[config.mk]
export PLATFORM = sky130hd
export DESIGN_NAME = porac_top
export DESIGN_NICKNAME = d
export VERILOG_FILES = /design/src/rtl/porac_pkg.sv /design/src/rtl/porac_top.sv
export VERILOG_INCLUDE_DIRS = /design/src /design/src/rtl
export SDC_FILE = /design/constraint.sdc
export NUM_CORES = 1
export LEC_CHECK = 0
export ABC_AREA = 0
export BUFFER_PORTS_ARGS = -buffer_cell sky130_fd_sc_hd__buf_4
export CAP_MARGIN = 20
export CORE_UTILIZATION = 50
export DETAILED_ROUTE_END_ITERATION = 16
export PLACE_DENSITY = 0.76
export SYNTH_ARGS = -nofsm -noshare
export SYNTH_HDL_FRONTEND = slang
export SYNTH_SLANG_ARGS = --single-unit
[constraint.sdc]
create_clock -name clock -period 2.3 [get_ports clock]
set_input_delay 0.46 -clock clock [delete_from_list [all_inputs] [get_ports clock]]
set_output_delay 0.46 -clock clock [all_outputs]
set_load 0.05 [all_outputs]
[src/rtl/porac_defs.svh]
// Function
// - pull-down on general input zero follows its control bit.
// - regulator B power-good route: 00 none, 01 output 2, 10 output 3.
// - regulator A power-good route uses the same encoding as regulator B.
// - regulator B ready route: 00 none, 01 output 2, 10 output 3.
// - regulator A ready route uses the same encoding as regulator B.
// - mode bit 7: 0 companion operation, 1 independent operation.
// - oscillator trim raises frequency by code times 180 kHz.
// - alternate register bits 7:4 give the secondary address upper nibble.
// - secondary low nibble: 0/1 write/read pages 0-1, 2/3 pages 2-3.
// - upper nibble 0000 is unprogrammed; hardware default address used.
// - select field picks pin: 00 none, 01 input 0, 10 input 1, 11 input 4.
// - secondary address acts only when a select pin is configured.
`ifndef PORAC_DEFS_SVH
`define PORAC_DEFS_SVH

// ==========================================================
// register offsets
`define PORAC_OFS_PULLDOWN 9'h145
`define PORAC_OFS_ROUTING 9'h146
`define PORAC_OFS_MODE 9'h147
`define PORAC_OFS_ALTADDR 9'h148

// ==========================================================
// field positions
`define PORAC_PD_BIT 0
`define PORAC_PGB_LSB 6
`define PORAC_PGA_LSB 4
`define PORAC_RDYB_LSB 2
`define PORAC_RDYA_LSB 0
`define PORAC_INDEP_BIT 7
`define PORAC_TRIM_LSB 0
`define PORAC_UPPER_LSB 4
`define PORAC_SEL_LSB 0

// ==========================================================
// reset values
`define PORAC_RST_PULLDOWN 1'b0
`define PORAC_RST_ROUTING 8'h00
`define PORAC_RST_MODE 8'h00
`define PORAC_RST_UPPER 4'h0
`define PORAC_RST_SEL 2'h0

// ==========================================================
// timing and scale
`define PORAC_OSC_STEP_KHZ 11'h0b4

`endif

[src/rtl/porac_pkg.sv]
package porac_pkg;
    // output routing code
    typedef enum logic [1:0]
    {
        PORAC_ROUTE_NONE = 2'h0,
        PORAC_ROUTE_OUT2 = 2'h1,
        PORAC_ROUTE_OUT3 = 2'h2,
        PORAC_ROUTE_RSVD = 2'h3
    } porac_route_e;

    // address select pin code
    typedef enum logic [1:0]
    {
        PORAC_SEL_NONE = 2'h0,
        PORAC_SEL_IN0 = 2'h1,
        PORAC_SEL_IN1 = 2'h2,
        PORAC_SEL_IN4 = 2'h3
    } porac_sel_e;

    typedef logic [7:0] porac_byte_t;
endpackage

[src/rtl/porac_top.sv]
`timescale 1ns/1ps
`include "porac_defs.svh"

module porac_top
#(
    parameter logic [7:0] PRIMARY_ADDRESS = 8'hc0
)
(
    input wire logic clock,
    input wire logic resetn,
    input wire logic reg_wr_en,
    input wire logic reg_rd_en,
    input wire logic [8:0] reg_addr,
    input wire porac_pkg::porac_byte_t reg_wdata,
    output logic [7:0] reg_rdata,
    output logic reg_rd_valid,
    input wire logic reg_a_power_good,
    input wire logic reg_b_power_good,
    input wire logic reg_a_ready,
    input wire logic reg_b_ready,
    input wire logic general_input_0,
    input wire logic general_input_1,
    input wire logic general_input_4,
    input wire logic [7:0] bus_addr_byte,
    output logic general_output_2,
    output logic general_output_3,
    output logic input_zero_pulldown_en,
    output logic independent_operation,
    output logic [2:0] oscillator_trim,
    output logic [10:0] oscillator_trim_khz,
    output logic [7:0] active_base_address,
    output logic addr_hit,
    output logic addr_is_read,
    output logic addr_page_high
);
    import porac_pkg::*;

    // ==========================================================
    // reset release
    logic rst_meta_n;
    logic rst_n;

    // async assert, two-flop release
    always_ff @(posedge clock or negedge resetn)
    begin
        if (!resetn)
        begin
            rst_meta_n <= 1'b0;
            rst_n <= 1'b0;
        end
        else
        begin
            rst_meta_n <= 1'b1;
            rst_n <= rst_meta_n;
        end
    end

    // ==========================================================
    // register file
    logic cfg_pd;
    logic [7:0] cfg_route;
    logic [7:0] cfg_mode;
    logic [3:0] cfg_upper;
    logic [1:0] cfg_sel;
    logic next_cfg_pd;
    logic [7:0] next_cfg_route;
    logic [7:0] next_cfg_mode;
    logic [3:0] next_cfg_upper;
    logic [1:0] next_cfg_sel;
    logic [7:0] next_reg_rdata;
    logic next_reg_rd_valid;

    // writes store fields; reads answer one cycle later, unmapped as zero
    always_comb
    begin
        next_cfg_pd = cfg_pd;
        next_cfg_route = cfg_route;
        next_cfg_mode = cfg_mode;
        next_cfg_upper = cfg_upper;
        next_cfg_sel = cfg_sel;
        next_reg_rdata = 8'h00;
        next_reg_rd_valid = reg_rd_en;
        if (reg_wr_en)
        begin
            case (reg_addr)
                `PORAC_OFS_PULLDOWN: next_cfg_pd = reg_wdata[`PORAC_PD_BIT];
                `PORAC_OFS_ROUTING: next_cfg_route = reg_wdata;
                `PORAC_OFS_MODE: next_cfg_mode = reg_wdata;
                `PORAC_OFS_ALTADDR:
                begin
                    next_cfg_upper = reg_wdata[`PORAC_UPPER_LSB +: 4];
                    next_cfg_sel = reg_wdata[`PORAC_SEL_LSB +: 2];
                end
                default: next_cfg_pd = cfg_pd;
            endcase
        end
        if (reg_rd_en)
        begin
            case (reg_addr)
                `PORAC_OFS_PULLDOWN: next_reg_rdata = {7'h00, cfg_pd};
                `PORAC_OFS_ROUTING: next_reg_rdata = cfg_route;
                `PORAC_OFS_MODE: next_reg_rdata = cfg_mode;
                // bits 3:2 are read-only reserved and read zero
                `PORAC_OFS_ALTADDR: next_reg_rdata = {cfg_upper, 2'h0, cfg_sel};
                default: next_reg_rdata = 8'h00;
            endcase
        end
    end

    always_ff @(posedge clock or negedge rst_n)
    begin
        if (!rst_n)
        begin
            cfg_pd <= `PORAC_RST_PULLDOWN;
            cfg_route <= `PORAC_RST_ROUTING;
            cfg_mode <= `PORAC_RST_MODE;
            cfg_upper <= `PORAC_RST_UPPER;
            cfg_sel <= `PORAC_RST_SEL;
            reg_rdata <= 8'h00;
            reg_rd_valid <= 1'b0;
        end
        else
        begin
            cfg_pd <= next_cfg_pd;
            cfg_route <= next_cfg_route;
            cfg_mode <= next_cfg_mode;
            cfg_upper <= next_cfg_upper;
            cfg_sel <= next_cfg_sel;
            reg_rdata <= next_reg_rdata;
            reg_rd_valid <= next_reg_rd_valid;
        end
    end

    // ==========================================================
    // pin synchronisers
    logic [2:0] pin_s1;
    logic [2:0] pin_s2;
    logic [2:0] pin_s3;
    logic [2:0] pin_filt;
    logic [2:0] next_pin_filt;

    // a change counts only once stages two and three agree
    always_comb
    begin
        for (int i = 0; i < 3; i++)
        begin
            next_pin_filt[i] = (pin_s2[i] == pin_s3[i]) ? pin_s3[i]
                                                        : pin_filt[i];
        end
    end

    always_ff @(posedge clock or negedge rst_n)
    begin
        if (!rst_n)
        begin
            pin_s1 <= 3'h0;
            pin_s2 <= 3'h0;
            pin_s3 <= 3'h0;
            pin_filt <= 3'h0;
        end
        else
        begin
            pin_s1 <= {general_input_4, general_input_1, general_input_0};
            pin_s2 <= pin_s1;
            pin_s3 <= pin_s2;
            pin_filt <= next_pin_filt;
        end
    end

    // ==========================================================
    // output routing and addressing
    logic next_out2;
    logic next_out3;
    logic next_pd;
    logic next_indep;
    logic [2:0] next_trim;
    logic [10:0] next_trim_khz;
    logic [7:0] next_base;
    logic next_hit;
    logic next_is_read;
    logic next_page_high;
    porac_route_e route_code [4];
    logic [3:0] route_sig;
    logic sel_pin;
    logic use_secondary;

    // indications OR together when several share an output
    always_comb
    begin
        route_code[0] = porac_route_e'(cfg_route[`PORAC_PGB_LSB +: 2]);
        route_code[1] = porac_route_e'(cfg_route[`PORAC_PGA_LSB +: 2]);
        route_code[2] = porac_route_e'(cfg_route[`PORAC_RDYB_LSB +: 2]);
        route_code[3] = porac_route_e'(cfg_route[`PORAC_RDYA_LSB +: 2]);
        route_sig = {reg_a_ready, reg_b_ready, reg_a_power_good,
                     reg_b_power_good};
        next_out2 = 1'b0;
        next_out3 = 1'b0;
        for (int i = 0; i < 4; i++)
        begin
            case (route_code[i])
                PORAC_ROUTE_OUT2: next_out2 = next_out2 | route_sig[i];
                PORAC_ROUTE_OUT3: next_out3 = next_out3 | route_sig[i];
                default: next_out2 = next_out2;
            endcase
        end
        next_pd = cfg_pd;
        next_indep = cfg_mode[`PORAC_INDEP_BIT];
        next_trim = cfg_mode[`PORAC_TRIM_LSB +: 3];
        next_trim_khz = 11'(next_trim * `PORAC_OSC_STEP_KHZ);
        case (porac_sel_e'(cfg_sel))
            PORAC_SEL_IN0: sel_pin = pin_filt[0];
            PORAC_SEL_IN1: sel_pin = pin_filt[1];
            PORAC_SEL_IN4: sel_pin = pin_filt[2];
            default: sel_pin = 1'b0;
        endcase
        // secondary only when programmed, selected, pin high
        use_secondary = (cfg_sel != PORAC_SEL_NONE) && (cfg_upper != 4'h0)
                        && sel_pin;
        next_base = use_secondary ? {cfg_upper, 4'h0} : PRIMARY_ADDRESS;
        // low nibble 0..3: bit 0 read, bit 1 upper pages
        next_hit = (bus_addr_byte[7:2] == next_base[7:2]);
        next_is_read = next_hit & bus_addr_byte[0];
        next_page_high = next_hit & bus_addr_byte[1];
    end

    always_ff @(posedge clock or negedge rst_n)
    begin
        if (!rst_n)
        begin
            general_output_2 <= 1'b0;
            general_output_3 <= 1'b0;
            input_zero_pulldown_en <= 1'b0;
            independent_operation <= 1'b0;
            oscillator_trim <= 3'h0;
            oscillator_trim_khz <= 11'h000;
            active_base_address <= 8'h00;
            addr_hit <= 1'b0;
            addr_is_read <= 1'b0;
            addr_page_high <= 1'b0;
        end
        else
        begin
            general_output_2 <= next_out2;
            general_output_3 <= next_out3;
            input_zero_pulldown_en <= next_pd;
            independent_operation <= next_indep;
            oscillator_trim <= next_trim;
            oscillator_trim_khz <= next_trim_khz;
            active_base_address <= next_base;
            addr_hit <= next_hit;
            addr_is_read <= next_is_read;
            addr_page_high <= next_page_high;
        end
    end
endmodule // porac_top

==> impl_metrics.env <==
export IMPL_dieWidth_um=76.95
export IMPL_finalHoldViolCount=0
export IMPL_setup_worst_path_start_class="flop"
export IMPL_synth_mux_area_share_pct=11.94
export IMPL_ys_async_sr_fraction_pct=100.0
export IMPL_num_vias=1859
export IMPL_top_level_ports=74
export IMPL_path_cells="ha_1 -> ha_1 -> fa_1 -> a21o_1 -> a21oi_1 -> xnor2_1"
export IMPL_vias_per_cell=5.079
export IMPL_hold_path_class="flop to async pin"
export IMPL_finalMaxSlewViolations=0
export IMPL_post_cts_buffers=0
export IMPL_grt_use_total_pct=19.67
export IMPL_htreeDepth=3
export IMPL_synth_cells=215
export IMPL_final_common_cell="buf_4"
export IMPL_power_uw=2405
export IMPL_p_per_area_nw_per_um2=669.9
export IMPL_drc=0
export IMPL_synth_xor_area_share_pct=1.247
export IMPL_cpPeakStageDelay_ns=0.46
export IMPL_synth_avg_cell_area_sq_um=13.06
export IMPL_rsz0062_at_grt="false"
export IMPL_grt_max_degree=45
export IMPL_final_cell_mix="buf_4 (70), dfrtp_1 (66), mux2_2 (28)"
export IMPL_path_clk_slew_ns=0.07
export IMPL_drv_cap=0
export IMPL_path_class="flop to flop"
export IMPL_fillers=420
export IMPL_ir_worst_vdd_uv=479.8
export IMPL_core_area_sq_um=5270
export IMPL_gr_total_overflow=0
export IMPL_fmax_mhz=508.1
export IMPL_r2r_cells=6
export IMPL_synth_simple_area_share_pct=11.36
export IMPL_synth_top_family_by_area="multiplexers"
export IMPL_status="completed"
export IMPL_place_area_sq_um=3387
export IMPL_synth_compound_area_share_pct=7.261
export IMPL_p_leak_uw=0.001822
export IMPL_start_util_pct=53.30
export IMPL_num_rows=26
export IMPL_synth_edff_count=0
export IMPL_cts_buffers=9
export IMPL_worstSetupEndpointType="flop"
export IMPL_synthAdderAreaFrac_pct=4.900
export IMPL_firstDrtPassIters=5
export IMPL_crit_arrival_ns=2.23
export IMPL_fin_nets=335
export IMPL_drt_iter0_markers=81
export IMPL_cts_root_buffer="clkbuf_8"
export IMPL_synthFlopType="dfrtp_1"
export IMPL_ys_seq_elements=67
export IMPL_clock_latency_ns=0.33
export IMPL_wirelength_um=5295
export IMPL_fin_skew_ns=0.005167
export IMPL_port_buffer_count=67
export IMPL_cpMostUsedCell="ha_1"
export IMPL_period_needed_ns=1.968
export IMPL_n_antenna_cell=0
export IMPL_fin_tns_setup_ns=0
export IMPL_syn_area_sq_um=2809
export IMPL_grt_pass1_wl_um=8797
export IMPL_syn_to_final_growth_pct=27.80
export IMPL_wl_per_cell_um=14.47
export IMPL_ys_seq_area_share_pct=59.69
export IMPL_post_cts_resize_count=0
export IMPL_cpMaxStageDelayCell="dfrtp_1"
export IMPL_worstPathRequired_ns=2.56
export IMPL_ys_warn_count=0
export IMPL_clockBufferDepth=2
export IMPL_grt_pass1_vias=1925
export IMPL_cts_tree="yes"
export IMPL_antenna_found_initial=0
export IMPL_die_area_sq_um=5921
export IMPL_finalInstanceArea_sq_um=3590
export IMPL_final_layout_size_suffix_gt1_share_pct=41.22
export IMPL_hpwl_um=3879
export IMPL_cts_sinks=67
export IMPL_synth_cell_types=46
export IMPL_period_share_pct=85.57
export IMPL_hold_buffers=1
export IMPL_place_gp_congestion=0.8021
export IMPL_setup_violations=0
export IMPL_path_max_fanout=5
export IMPL_ant_nets=0
export IMPL_dieHeight_um=76.95
==> layout make-up <==
| cell class | instances | area (sq um) | area share (%) |
|---|---|---|---|
| Tap cell | 70 | 87.58 | 2.440 |
| Inverter | 5 | 18.77 | 0.5228 |
| Clock buffer | 9 | 123.9 | 3.451 |
| Multi-Input combinational cell | 136 | 1057 | 29.45 |
| Clock inverter | 7 | 68.82 | 1.917 |
| Timing Repair Buffer | 72 | 555.5 | 15.48 |
| Sequential cell | 67 | 1678 | 46.74 |
==> worst max-delay path: cells and delay by family (launching register included) <==
kind / cells / cell delay (ns)
fa+ha+maj: 3 / 0.94
compound gates: 2 / 0.36
flops: 1 / 0.46
xor+xnor: 1 / 0.13
==> registers in the layout, summed over array words and instances, names as in the netlist <==
| signal | flops |
|---|---|
| pin_s2 | 3 |
| independent_operation | 1 |
| active_base_address | 4 |
| cfg_mode | 8 |
| pin_s1 | 3 |
| reg_rd_valid | 1 |
| cfg_sel | 2 |
| pin_s3 | 3 |
| general_output_3 | 1 |
| reg_rdata | 8 |
| cfg_pd | 1 |
| input_zero_pulldown_en | 1 |
| cfg_route | 8 |
| rst_n | 1 |
| addr_hit | 1 |
| addr_page_high | 1 |
| general_output_2 | 1 |
| pin_filt | 3 |
| addr_is_read | 1 |
| rst_meta_n | 1 |
| cfg_upper | 4 |
| oscillator_trim_khz | 7 |
| oscillator_trim | 3 |
==> worst paths after layout <==
path                                  from                     end  slack, ns
min in group clock         general_input_4               pin_s1[2]       0.23
max reg2reg                    cfg_mode[0]  oscillator_trim_khz[9]       0.33
min                                  rst_n               pin_s1[2]       0.23
max                            cfg_mode[0]  oscillator_trim_khz[9]       0.33
min reg2reg                          rst_n               pin_s1[2]       0.23
max in group asynchronous            rst_n             cfg_mode[0]       1.47
==> synth_stat cells (all sizes together) (4+ instances only) <==
library cell / instances / area (sq um)
dfrtp: 67 / 1677
ha: 7 / 87.58
inv: 5 / 18.77
nor2: 18 / 70.07
a21oi: 4 / 20.02
mux2: 28 / 315.3
nand2: 14 / 60.06
a22oi: 6 / 45.04
nand3b: 5 / 37.54
o21ai: 5 / 25.02
clkbuf: 4 / 15.01
buf: 8 / 60.06
==> layer usage <==
layer / vias to the layer above / routed length [um] / GRT usage (%)
met3: 5 / 382 / 7.738
met1: 896 / 2286 / 23.43
met5: - / 0 / 0
li1: 895 / - / -
met2: 63 / 2568 / 31.61
met4: 0 / 57 / 8.269
==> cells by family (layout without fill, tap and decap cells) <==
| family | after synthesis | count (layout) |
|---|---|---|
| flops | 67 | 67 |
| xor+xnor | 4 | 4 |
| simple gates | 55 | 55 |
| mux | 30 | 30 |
| other cells | 2 | 7 |
| buf+inv | 17 | 93 |
| compound gates | 29 | 29 |
| fa+ha+maj | 11 | 11 |
==> stage by stage <==
stage,util (%),setup slack (ns),cells,hold slack (ns)
final,68.11,0.3318,366,0.2268
after global routing,68.11,0.2048,366,0.2038
after CTS,68.11,0.3156,366,0.2127
after detailed placement,64.27,0.1217,349,0.2439
after global placement,64.27,0.1384,349,0.2384
after floorplan,-,0.2962,220,0.1644
==> power breakdown <==
group | total (uW) | switching, uW | internal [uW]
Clock | 940 | 444 | 496
Combinational | 221 | 128 | 92.4
Sequential | 1240 | 30.9 | 1210
Note: power is estimated with default switching activity, not from simulation.
